[config.mk]
export PLATFORM = sky130hd
export DESIGN_NAME = jtag_cfg_dev_flat
export DESIGN_NICKNAME = d
export VERILOG_FILES = /design/src/inc/jtag_cfg_pkg.sv /design/src/inc/jtag_link_if.sv /design/src/rtl/jtag_cfg_dev.sv /design/src/flat_wrapper.sv
export VERILOG_INCLUDE_DIRS = /design/src /design/src/inc
export SDC_FILE = /design/constraint.sdc
export NUM_CORES = 2
export LEC_CHECK = 0
export ABC_AREA = 1
export ABC_CLOCK_PERIOD_IN_PS = 2590
export BUFFER_PORTS_ARGS = -buffer_cell sky130_fd_sc_hd__buf_4
export CORE_ASPECT_RATIO = 1.4
export CORE_MARGIN = 2
export CORE_UTILIZATION = 50
export DETAILED_ROUTE_END_ITERATION = 6
export HOLD_SLACK_MARGIN = 0.12
export PLACE_DENSITY = 0.67
export SYNTH_ARGS = -nofsm -noshare
export SYNTH_HDL_FRONTEND = slang
export SYNTH_SLANG_ARGS = --single-unit
[constraint.sdc]
create_clock -name aclk -period 2.59 [get_ports aclk]
set_clock_uncertainty 0.15 [all_clocks]
set_input_delay 0.518 -clock aclk [delete_from_list [all_inputs] [get_ports aclk]]
set_output_delay 0.518 -clock aclk [all_outputs]
set_load 0.02 [all_outputs]
[src/inc/jtag_cfg_defs.svh]
// constants for the test-port configuration link: opcodes, lengths, timing, host register map
// assumes inclusion by bare name from both ends and the bench
`ifndef JTAG_CFG_DEFS_SVH
`define JTAG_CFG_DEFS_SVH

`define IR_LEN 10
`define IR_CAPTURE 10'h001
`define IR_BYPASS 10'h3FF
`define IR_SAMPLE 10'h005
`define IR_PROGRAM 10'h002
`define IR_ENTER_USER 10'h003
`define IR_CHECK_STATUS 10'h004
`define IR_CONFIG_IO 10'h00D
`define IR_ACTIVE_CTRL_IDLE 10'h010
`define IR_ACTIVE_ENGAGE 10'h011
`define PROG_LEN 32
`define STAT_LEN 8
`define BSR_LEN_DEF 1632
`define CFG_FRAMES_DEF 4
`define FRAME_CNT_W 16

`define CLK_PERIOD_NS 40
`define TCK_PERIOD_NS 640
`define TCK_HALF_CYC ((`TCK_PERIOD_NS / 2 + `CLK_PERIOD_NS - 1) / `CLK_PERIOD_NS)

`define AXI_ADDR_W 8
`define OFS_CTRL 8'h00
`define OFS_TMS 8'h04
`define OFS_TDI 8'h08
`define OFS_TDO 8'h0C
`define OFS_STATUS 8'h10
`define CTRL_LEN_MSB 4
`define RESP_OKAY 2'h0
`define RESP_SLVERR 2'h2

`endif

[src/inc/jtag_cfg_pkg.sv]
// types for the test-port configuration link: test-port states and schemes for the device end, states for the host end
// assumes nothing beyond the compile order
package jtag_cfg_pkg;

    typedef enum logic [15:0] {
        TAP_RESET = 16'h0001,
        RUN_IDLE = 16'h0002,
        SEL_DR = 16'h0004,
        CAP_DR = 16'h0008,
        SH_DR = 16'h0010,
        EX1_DR = 16'h0020,
        PA_DR = 16'h0040,
        EX2_DR = 16'h0080,
        UPD_DR = 16'h0100,
        SEL_IR = 16'h0200,
        CAP_IR = 16'h0400,
        SH_IR = 16'h0800,
        EX1_IR = 16'h1000,
        PA_IR = 16'h2000,
        EX2_IR = 16'h4000,
        UPD_IR = 16'h8000
    } tap_state_t;

    typedef enum logic [1:0] {
        passive_serial_scheme = 2'h0,
        passive_parallel_scheme = 2'h1,
        serial_flash_master_scheme = 2'h2,
        parallel_flash_master_scheme = 2'h3
    } scheme_t;

    typedef enum logic [2:0] {
        H_IDLE = 3'h1,
        H_LOW = 3'h2,
        H_HIGH = 3'h4
    } host_state_t;

endpackage : jtag_cfg_pkg

[src/inc/jtag_link_if.sv]
// four-wire test link between the host end and the device end
// assumes the bench connects both modports; an undriven data-out line reads high
`timescale 1ns/10ps
`default_nettype none

interface jtag_link_if;
    logic tck;
    logic tms;
    logic tdi;
    logic dev_tdo;
    logic dev_tdo_oe_n;
    logic tdo_line;

    // pull-up stands in for the released line
    assign tdo_line = dev_tdo_oe_n ? 1'b1 : dev_tdo;

    modport dev (input tck, input tms, input tdi, output dev_tdo, output dev_tdo_oe_n);
    modport host (output tck, output tms, output tdi, input tdo_line);
endinterface : jtag_link_if

`default_nettype wire

[src/rtl/jtag_cfg_dev.sv]
// device end: test access port, configuration loading and flash-master handover
// assumes link pins are asynchronous to aclk and slow enough for a three-flop edge finder
//
// Contract
// - sample data-in on rising test clock
// - launch data-out on falling test clock
// - release data-out when not shifting
// - state advances on rising edge using mode-select
// - user pins high impedance while loading
// - idle instruction parks active flash controller
// - host issues idle instruction in active schemes
// - idle instruction harmless in passive schemes
// - host keeps mandatory instruction order
// - program, enter user, then reset or reload
// - status check after; no pin-config at power-up
// - host avoids instructions not allowed
// - success in user mode re-engages controller
// - failed serial flash: reset or engage re-engages
// - chain length fixed per density variant
// - test port overrides and aborts passive load
// - no config clock out during test loading
`timescale 1ns/10ps
`default_nettype none
`include "jtag_cfg_defs.svh"

module jtag_cfg_dev #(
    parameter int BSR_LEN = `BSR_LEN_DEF,
    parameter int CFG_FRAMES = `CFG_FRAMES_DEF
) (
    input wire logic aclk,
    input wire logic aresetn,
    jtag_link_if.dev link,
    input wire jtag_cfg_pkg::scheme_t scheme_select_pins,
    input wire logic passive_load_busy,
    output logic user_io_hiz,
    output logic active_ctrl_idle,
    output logic config_clock_out_en,
    output logic passive_load_abort,
    output logic user_mode
);
    import jtag_cfg_pkg::*;

    logic [2:0] tck_sync_ff;
    logic [1:0] tms_sync_ff;
    logic [1:0] tdi_sync_ff;
    logic [1:0] sch0_sync_ff;
    logic [1:0] sch1_sync_ff;
    logic tck_rise;
    logic tck_fall;
    logic tms_s;
    logic tdi_s;
    scheme_t scheme;
    logic active_scheme;
    tap_state_t state_ff;
    logic [`IR_LEN-1:0] ir_sh_ff;
    logic [`IR_LEN-1:0] ir_ff;
    logic bypass_ff;
    logic [BSR_LEN-1:0] bsr_ff;
    logic [`PROG_LEN-1:0] prog_sh_ff;
    logic [`STAT_LEN-1:0] stat_sh_ff;
    logic [`FRAME_CNT_W-1:0] frame_cnt_ff;
    logic loaded_ff;
    logic jtag_cfg_ff;
    logic user_mode_ff;
    logic active_idle_ff;
    logic clk_out_en_ff;
    logic abort_ff;
    logic io_hiz_ff;
    logic tdo_ff;
    logic tdo_oe_n_ff;
    logic shift_out;
    logic [`IR_LEN-1:0] new_ir;
    logic upd_ir_now;

    ////////////////////////////////////////////////////////////////////////////////
    // standard test-port state transitions
    function automatic tap_state_t tap_next(input tap_state_t s, input logic m);
        unique case (s)
            TAP_RESET: tap_next = m ? TAP_RESET : RUN_IDLE;
            RUN_IDLE: tap_next = m ? SEL_DR : RUN_IDLE;
            SEL_DR: tap_next = m ? SEL_IR : CAP_DR;
            CAP_DR: tap_next = m ? EX1_DR : SH_DR;
            SH_DR: tap_next = m ? EX1_DR : SH_DR;
            EX1_DR: tap_next = m ? UPD_DR : PA_DR;
            PA_DR: tap_next = m ? EX2_DR : PA_DR;
            EX2_DR: tap_next = m ? UPD_DR : SH_DR;
            UPD_DR: tap_next = m ? SEL_DR : RUN_IDLE;
            SEL_IR: tap_next = m ? TAP_RESET : CAP_IR;
            CAP_IR: tap_next = m ? EX1_IR : SH_IR;
            SH_IR: tap_next = m ? EX1_IR : SH_IR;
            EX1_IR: tap_next = m ? UPD_IR : PA_IR;
            PA_IR: tap_next = m ? EX2_IR : PA_IR;
            EX2_IR: tap_next = m ? UPD_IR : SH_IR;
            UPD_IR: tap_next = m ? SEL_DR : RUN_IDLE;
            default: tap_next = TAP_RESET;
        endcase
    endfunction : tap_next

    ////////////////////////////////////////////////////////////////////////////////
    // pin synchronisers and test clock edge finder
    always_ff @(posedge aclk)
    begin
        if (!aresetn)
        begin
            tck_sync_ff <= 3'h0;
            tms_sync_ff <= 2'h3;
            tdi_sync_ff <= 2'h3;
            sch0_sync_ff <= 2'h0;
            sch1_sync_ff <= 2'h0;
        end
        else
        begin
            tck_sync_ff <= {tck_sync_ff[1:0], link.tck};
            tms_sync_ff <= {tms_sync_ff[0], link.tms};
            tdi_sync_ff <= {tdi_sync_ff[0], link.tdi};
            sch0_sync_ff <= {sch0_sync_ff[0], scheme_select_pins[0]};
            sch1_sync_ff <= {sch1_sync_ff[0], scheme_select_pins[1]};
        end
    end

    assign tck_rise = tck_sync_ff[1] & ~tck_sync_ff[2];
    assign tck_fall = ~tck_sync_ff[1] & tck_sync_ff[2];
    assign tms_s = tms_sync_ff[1];
    assign tdi_s = tdi_sync_ff[1];
    assign scheme = scheme_t'({sch1_sync_ff[1], sch0_sync_ff[1]});
    assign active_scheme = (scheme == serial_flash_master_scheme) || (scheme == parallel_flash_master_scheme);
    assign upd_ir_now = tck_rise && (state_ff == UPD_IR);
    assign new_ir = ir_sh_ff;

    ////////////////////////////////////////////////////////////////////////////////
    // controller state
    always_ff @(posedge aclk)
    begin
        if (!aresetn)
            state_ff <= TAP_RESET;
        else if (tck_rise)
            state_ff <= tap_next(state_ff, tms_s);
    end

    ////////////////////////////////////////////////////////////////////////////////
    // instruction register
    always_ff @(posedge aclk)
    begin
        if (!aresetn)
        begin
            ir_sh_ff <= `IR_CAPTURE;
            ir_ff <= `IR_BYPASS;
        end
        else if (tck_rise)
        begin
            unique case (state_ff)
                TAP_RESET: ir_ff <= `IR_BYPASS;
                CAP_IR: ir_sh_ff <= `IR_CAPTURE;
                SH_IR: ir_sh_ff <= {tdi_s, ir_sh_ff[`IR_LEN-1:1]};
                UPD_IR: ir_ff <= ir_sh_ff;
                default: ir_sh_ff <= ir_sh_ff;
            endcase
        end
    end

    ////////////////////////////////////////////////////////////////////////////////
    // data registers
    always_ff @(posedge aclk)
    begin
        if (!aresetn)
        begin
            bypass_ff <= 1'b0;
            bsr_ff <= '0;
            prog_sh_ff <= '0;
            stat_sh_ff <= '0;
        end
        else if (tck_rise && state_ff == CAP_DR)
        begin
            bypass_ff <= 1'b0;
            stat_sh_ff <= {4'h0, active_idle_ff, loaded_ff, jtag_cfg_ff, user_mode_ff};
        end
        else if (tck_rise && state_ff == SH_DR)
        begin
            case (ir_ff)
                `IR_PROGRAM: prog_sh_ff <= {tdi_s, prog_sh_ff[`PROG_LEN-1:1]};
                `IR_CHECK_STATUS: stat_sh_ff <= {tdi_s, stat_sh_ff[`STAT_LEN-1:1]};
                `IR_SAMPLE: bsr_ff <= {tdi_s, bsr_ff[BSR_LEN-1:1]};
                default: bypass_ff <= tdi_s;
            endcase
        end
    end

    always_comb
    begin
        case (ir_ff)
            `IR_PROGRAM: shift_out = prog_sh_ff[0];
            `IR_CHECK_STATUS: shift_out = stat_sh_ff[0];
            `IR_SAMPLE: shift_out = bsr_ff[0];
            default: shift_out = bypass_ff;
        endcase
        if (state_ff == SH_IR)
            shift_out = ir_sh_ff[0];
    end

    ////////////////////////////////////////////////////////////////////////////////
    // data-out launch on the falling test clock
    always_ff @(posedge aclk)
    begin
        if (!aresetn)
        begin
            tdo_ff <= 1'b1;
            tdo_oe_n_ff <= 1'b1;
        end
        else if (tck_fall)
        begin
            tdo_ff <= shift_out;
            tdo_oe_n_ff <= !(state_ff == SH_DR || state_ff == SH_IR);
        end
    end

    ////////////////////////////////////////////////////////////////////////////////
    // configuration frames
    always_ff @(posedge aclk)
    begin
        if (!aresetn)
        begin
            frame_cnt_ff <= '0;
            loaded_ff <= 1'b0;
        end
        else if (upd_ir_now && new_ir == `IR_PROGRAM)
        begin
            frame_cnt_ff <= '0;
            loaded_ff <= 1'b0;
        end
        else if (tck_rise && state_ff == UPD_DR && ir_ff == `IR_PROGRAM && !loaded_ff)
        begin
            frame_cnt_ff <= frame_cnt_ff + 1'b1;
            loaded_ff <= (frame_cnt_ff == `FRAME_CNT_W'(CFG_FRAMES - 1));
        end
    end

    // loading through the test port wins over any other scheme
    always_ff @(posedge aclk)
    begin
        if (!aresetn)
            jtag_cfg_ff <= 1'b0;
        else if (upd_ir_now && (new_ir == `IR_PROGRAM || new_ir == `IR_CONFIG_IO))
            jtag_cfg_ff <= 1'b1;
        else if (user_mode_ff)
            jtag_cfg_ff <= 1'b0;
    end

    always_ff @(posedge aclk)
    begin
        if (!aresetn)
            user_mode_ff <= 1'b0;
        else if (jtag_cfg_ff && !loaded_ff)
            user_mode_ff <= 1'b0;
        else if (tck_rise && state_ff == RUN_IDLE && ir_ff == `IR_ENTER_USER && loaded_ff)
            user_mode_ff <= 1'b1;
    end

    ////////////////////////////////////////////////////////////////////////////////
    // active flash controller park and re-engage
    always_ff @(posedge aclk)
    begin
        if (!aresetn)
            active_idle_ff <= 1'b0;
        else if (upd_ir_now && new_ir == `IR_ACTIVE_CTRL_IDLE && active_scheme)
            active_idle_ff <= 1'b1;
        else if (user_mode_ff && !jtag_cfg_ff)
            active_idle_ff <= 1'b0;
        else if (scheme == serial_flash_master_scheme &&
                 (state_ff == TAP_RESET || (upd_ir_now && new_ir == `IR_ACTIVE_ENGAGE)))
            active_idle_ff <= 1'b0;
    end

    ////////////////////////////////////////////////////////////////////////////////
    // pin and controller side effects
    always_ff @(posedge aclk)
    begin
        if (!aresetn)
        begin
            io_hiz_ff <= 1'b0;
            clk_out_en_ff <= 1'b0;
            abort_ff <= 1'b0;
        end
        else
        begin
            io_hiz_ff <= jtag_cfg_ff;
            clk_out_en_ff <= (scheme == serial_flash_master_scheme) && !jtag_cfg_ff && !active_idle_ff;
            abort_ff <= jtag_cfg_ff && !active_scheme && passive_load_busy;
        end
    end

    assign link.dev_tdo = tdo_ff;
    assign link.dev_tdo_oe_n = tdo_oe_n_ff;
    assign user_io_hiz = io_hiz_ff;
    assign active_ctrl_idle = active_idle_ff;
    assign config_clock_out_en = clk_out_en_ff;
    assign passive_load_abort = abort_ff;
    assign user_mode = user_mode_ff;

endmodule : jtag_cfg_dev

`default_nettype wire

[src/flat_wrapper.sv]
// flat-port wrapper written by rule: the top's interface ports become plain ports
module jtag_cfg_dev_flat import jtag_cfg_pkg::*;
#(
    parameter int BSR_LEN = `BSR_LEN_DEF,
    parameter int CFG_FRAMES = `CFG_FRAMES_DEF
)
  (aclk, aresetn, scheme_select_pins, passive_load_busy, user_io_hiz, active_ctrl_idle, config_clock_out_en, passive_load_abort, user_mode, link_tck, link_tms, link_tdi, link_dev_tdo, link_dev_tdo_oe_n);
  jtag_link_if link_i ();
  input wire logic aclk;
  input wire logic aresetn;
  input wire jtag_cfg_pkg::scheme_t scheme_select_pins;
  input wire logic passive_load_busy;
  output logic user_io_hiz;
  output logic active_ctrl_idle;
  output logic config_clock_out_en;
  output logic passive_load_abort;
  output logic user_mode;
  input wire logic [$bits(link_i.tck)-1:0] link_tck;
  input wire logic [$bits(link_i.tms)-1:0] link_tms;
  input wire logic [$bits(link_i.tdi)-1:0] link_tdi;
  output wire logic [$bits(link_i.dev_tdo)-1:0] link_dev_tdo;
  output wire logic [$bits(link_i.dev_tdo_oe_n)-1:0] link_dev_tdo_oe_n;
  assign link_i.tck = link_tck;
  assign link_i.tms = link_tms;
  assign link_i.tdi = link_tdi;
  assign link_dev_tdo = link_i.dev_tdo;
  assign link_dev_tdo_oe_n = link_i.dev_tdo_oe_n;
  jtag_cfg_dev #(.BSR_LEN(BSR_LEN), .CFG_FRAMES(CFG_FRAMES)) u_core (.aclk(aclk), .aresetn(aresetn), .link(link_i), .scheme_select_pins(scheme_select_pins), .passive_load_busy(passive_load_busy), .user_io_hiz(user_io_hiz), .active_ctrl_idle(active_ctrl_idle), .config_clock_out_en(config_clock_out_en), .passive_load_abort(passive_load_abort), .user_mode(user_mode));
endmodule
After elaboration in Yosys (flattened, before gate mapping)
Index checks and enable logic that the tools add are counted.

Bits in registers: 1745. Bits of input ports: 8. Logic and storage cells: 133.

$add $sub $neg: 1. Equality and inequality tests: 27. Multiplexer cells: 25. Bitwise gates (word level): 7. Reductions and logical operators: 50.

Operators by type and width (number): one-hot mux 16 bit (12 select lines) (1); one-hot mux 10 bit (2 select lines) (2); equality test 16 x 2 -> 1 bit, second input constant (2); 2-to-1 mux 16 bit (2); equality test 10 x 2 -> 1 bit, second input constant (3); logical AND 1 bit (21); equality test 10 x 3 -> 1 bit, second input constant (2); equality test 10 x 5 -> 1 bit, second input constant (2); 2-to-1 mux 9 bit (2); adder 16 x 1 -> 16 bit, second input constant (1); equality test 16 x 1 -> 1 bit, second input constant (1); equality test 16 x 10 -> 1 bit, second input constant (1); equality test 16 x 11 -> 1 bit, second input constant (1); equality test 16 x 12 -> 1 bit, second input constant (1); equality test 16 x 13 -> 1 bit, second input constant (1); equality test 16 x 14 -> 1 bit, second input constant (1); equality test 16 x 15 -> 1 bit, second input constant (1); equality test 16 bit, second input constant (1); equality test 16 x 3 -> 1 bit, second input constant (1); equality test 16 x 4 -> 1 bit, second input constant (1); equality test 16 x 5 -> 1 bit, second input constant (1); equality test 16 x 6 -> 1 bit, second input constant (1); equality test 16 x 7 -> 1 bit, second input constant (1); equality test 16 x 8 -> 1 bit, second input constant (1); 24 further kinds (58).

Depth between registers and ports, before layout
Depth in word-level cells: 9. Mapped depth: 12.

Worst setup path before layout
Ideal clock, no wire load.

Path type: flip-flop to flip-flop. Start: register u_core.state_ff[15]. End: register u_core.prog_sh_ff[10]. Arrival: 1.666 ns. Required time: 2.324 ns. Setup slack: 0.658 ns. Stages on the path, launching flop included: 12. Path buffers: 1. Clock period less this slack: 1.932 ns. Path through: dfxtp_1 nor2_1 nand2_2 inv_1 nand2_1 nor2_2 nand3b_1 nor2_1 inv_2 buf_2 nor2_1 nor2_1.

Word-level cells in the longest chain between the ends: 4. Elaborated cells on any way between the ends: 6.

Ends and longest elaborated chain: start: declaration (RTL line jtag_cfg_dev.sv:54) `tap_state_t state_ff;`; start signal: assignment (RTL line jtag_cfg_dev.sv:137) `state_ff <= tap_next(state_ff, tms_s);`; equality test 16 x 4 -> 1 bit (RTL line jtag_cfg_dev.sv:172) `else if (tck_rise && state_ff == CAP_DR)`; logical AND 1 bit (RTL line jtag_cfg_dev.sv:172); inverter 1 bit (no source line); AND reduction 3 bit (no source line) *; end signal: assignment (RTL line jtag_cfg_dev.sv:180) `` `IR_PROGRAM: prog_sh_ff <= {tdi_s, prog_sh_ff[`PROG_LEN-1:1]}; ``; end: declaration (RTL line jtag_cfg_dev.sv:59) `` logic [`PROG_LEN-1:0] prog_sh_ff; ``.

Every way passes the cells marked *; elsewhere a longest branch is shown, timed or not. A chain may end at the register's enable or synchronous reset.

Worst setup path in the final report
Start: register u_core.state_ff[8]. End: register u_core.bsr_ff[175].

Word-level cells in the longest chain between the ends: 4. Elaborated cells on any way between the ends: 6.

Ends and longest elaborated chain: equality test 16 x 4 -> 1 bit (RTL line jtag_cfg_dev.sv:172); logical AND 1 bit (RTL line jtag_cfg_dev.sv:172); inverter 1 bit (no source line); AND reduction 3 bit (no source line) *; end signal: assignment (RTL line jtag_cfg_dev.sv:182) `` `IR_SAMPLE: bsr_ff <= {tdi_s, bsr_ff[BSR_LEN-1:1]}; ``; end: declaration (RTL line jtag_cfg_dev.sv:58) `logic [BSR_LEN-1:0] bsr_ff;`.

Marked as above.

==> results.toml <==
[power]
finalPower_mw = 51.0
swShare = 0.204
pwr-share-comb = 0.011
clkPwrFrac = 0.462
max-vdd-ir-drop_uv = 709
power.internal_mw = 40.6
p_leak_nw = 33.3
p_seq_frac = 0.527
power.density_nw_per_um2 = 758
power_switching_mw = 10.4

[cts]
ctsHtreeMaxLevel = 4
cts_inserted_buffers = 162
clkLatencyLatePin_ns = 0.77
path_clk_slew_ns = 0.06
cts_tree = "yes"
cts.sinks = 1745
clock_tree.root_cell = "clkbuf_16"
cts_buffer_depth = 3

[grt]
grt_pass1_vias = 43354
antenna_found_initial = 0
grt_pass1_wl_mm = 188
top_usage_layer = "met2"
grtUsageMet1 = 0.208
grt.total_usage = 0.167
grt_use_met2 = 0.292
overflow = 0
grt_max_degree = 151
met3_usage = 0.0292

[timing]
worst_pin_slew_ns = 0.691
post-route-period-util = 0.941
hold_viol = 0
relSlewSlack = 0.539
max_freq_mhz = 410
slew_viol_final = 0
grt_setup_unrepaired = "yes"
setup_viol = 0
period_needed_ns = 2.44
whs_ns = 0.271

[placed_design]
dp_hpwl_mm = 55.6
dpl_cell_area_um2 = 61800
finalWeightedCongestion = 0.848
portBuffers = 14
place_inst = 8986

[floorplanning]
dieArea_um2 = 124000
io_pins = 15
rows = 151
core-area_um2 = 121000
start_util = 0.502
die_y_um = 416
die_width_um = 298

[yosys]
synthFlopType = "dfxtp_1"
syn_nets = 7825
synth_area_leaders = "dfxtp_1 58%, nor2_1 21%, o21ai_0 8.2%, o21ai_1 5.8%, clkbuf_1 2.1%"
netlist_area_um2 = 60700
post-synth-top-count-cell = "nor2_1"
ys_ff_latch = 1745
netlist_instances = 7816
yosysTopAreaCellShare = 0.576
synth_warnings = 0
synth_edf_count = 0
synth-seq-area-share = 0.576
synth_area_per_cell_um2 = 7.76
yosys-top-cells-count = "3401 x nor2_1, 1745 x dfxtp_1, 993 x o21ai_0"
ys_async_sr_fraction = 0
synth_area_leader_cell = "dfxtp_1"
ys_types = 34

[final_layout]
final_nets = 7561
finalNonFillerCells = 9290
fillers = 11108
drive_gt1_frac = 0.0534
fin_util = 0.557
area_delta_synth_final_pct = 11.0
stdcell_area_um2 = 67300
antenna-diode-count = 0

[critical_path]
crit_type = "reg -> reg"
worst-path-max-fanout = 54
cp.arrival_ns = 2.97
crit_required_ns = 3.13
cp-end-kind = "register"
startpoint_type = "register"

[detailed_routing]
viasPerCell = 5.02
wl_per_cell_um = 11.3
first_pass_iters = 5
wirelength_mm = 105
drcViolationCount = 0
detail-route-antenna-nets = 0
drt_iter0_drc = 2923
vias = 46626

[hold_path]
hp-class = "reg -> reg"

[outcome]
outcome = "completed"

[job]
maxCapViolCount = 0
-- worst max-delay path: stages, from the launching register on --
cell      delay, ns
dfxtp_1        0.35
nor2_2         0.17
nand2_2        0.14
nor2_8         0.16
nand3b_4       0.13
nor2_4         0.18
nand2_8        0.14
inv_8          0.14
buf_12         0.23
buf_12         0.27
o21ai_1        0.11
nor2_1         0.14
-- final cells by class --
class	instances	area, um2	share of cell area
clock buffers	243	4840	0.0719
clock inverters	53	522	0.00775
inverters	77	297	0.00441
multi-input cells	5426	22900	0.340
flip-flops and latches	1745	34900	0.519
well taps	1606	2010	0.0299
repair buffers	140	1820	0.0270
-- placed cells by master, fill, tap and decap left out, types with 2 or more instances in the layout --
cell type,instances
bufinv_16,6
buf_16,4
nand3_1,59
or2_2,4
nor3_1,19
buf_12,51
clkinv_1,2
o211ai_1,11
xnor2_1,2
clkbuf_1,40
nand2_2,3
inv_1,73
o21ai_1,700
dfxtp_1,1745
nor4_1,3
buf_4,75
clkinv_2,30
nor2_1,3400
inv_6,8
nand2_1,149
clkbuf_8,35
nand4_1,13
clkinvlp_4,4
nor2_2,7
dlygate4sd3_1,7
a21oi_1,46
xor2_1,7
o21ai_0,993
clkinv_8,2
clkbuf_16,169
-- what timing repair did --
item / CTS / global route
endpoints found under the setup margin: 0 / 238
buffers inserted: 0 / 0
endpoints found under the hold margin: 18 / 0
hold buffers: 7 / 0
resized for setup: 0 / 7
-- flip-flops by register name, summed over array words and instances (netlist names), 2 cells and up --
| signal | count |
|---|---|
| u_core.ir_ff | 10 |
| u_core.stat_sh_ff | 8 |
| u_core.ir_sh_ff | 10 |
| u_core.sch0_sync_ff | 2 |
| u_core.state_ff | 16 |
| u_core.sch1_sync_ff | 2 |
| u_core.prog_sh_ff | 32 |
| u_core.tms_sync_ff | 2 |
| u_core.tck_sync_ff | 3 |
| u_core.frame_cnt_ff | 16 |
| u_core.bsr_ff | 1632 |
| u_core.tdi_sync_ff | 2 |
-- stage by stage --
step / TNS (ns) / setup slack, ns
2_1_floorplan: 0 / 0.658
4_1_cts: 0 / 0.105
3_5_place_dp: 0 / 0.164
3_3_place_gp: 0 / 0.245
6_report: 0 / 0.154
5_1_grt: -0.0154 / -0.00551
-- path summary, 6_finish.rpt --
| kind | cells past startpoint | slack [ns] | end | startpoint |
|---|---|---|---|---|
| max | 11 | 0.15 | u_core.bsr_ff[175]$_SDFFE_PN0P_ | u_core.state_ff[8]$_SDFFE_PN0N_ |
| min | 1 | 0.27 | u_core.tdi_sync_ff[1]$_SDFF_PN1_ | u_core.tdi_sync_ff[0]$_SDFF_PN1_ |
| max reg2reg | 11 | 0.15 | u_core.bsr_ff[175]$_SDFFE_PN0P_ | u_core.state_ff[8]$_SDFFE_PN0N_ |
| min reg2reg | 1 | 0.27 | u_core.tdi_sync_ff[1]$_SDFF_PN1_ | u_core.tdi_sync_ff[0]$_SDFF_PN1_ |
-- power groups by stage --
stage	combinational [mW]	sequential, mW	clock [mW]
after detailed placement	0.553	27.5	0
after CTS	0.562	26.9	24.3
after floorplan	0.396	27.5	0
final	0.560	26.9	23.6
after global placement	0.550	27.5	0
after global routing	0.616	26.8	25.4
-- cell families (layout without fill, tap and decap cells) --
logic type / Yosys count / after routing / share of synthesized area
adder cells (fa/ha/maj): 1 / 1 / 0.000206
AO/OA/AOI/OAI: 1754 / 1754 / 0.145
flip-flops: 1745 / 1745 / 0.576
XOR/XNOR: 9 / 9 / 0.00130
AND/OR/NAND/NOR: 3662 / 3662 / 0.230
buffers and inverters: 645 / 513 / 0.0471
-- per-layer routing --
| layer | part of all wire | vias to the layer above |
|---|---|---|
| met4 | 0.021 | 0 |
| li1 | - | 24482 |
| met5 | 0 | - |
| met2 | 0.46 | 421 |
| met1 | 0.49 | 21548 |
| met3 | 0.028 | 175 |
(Power assumes the default switching activity.)
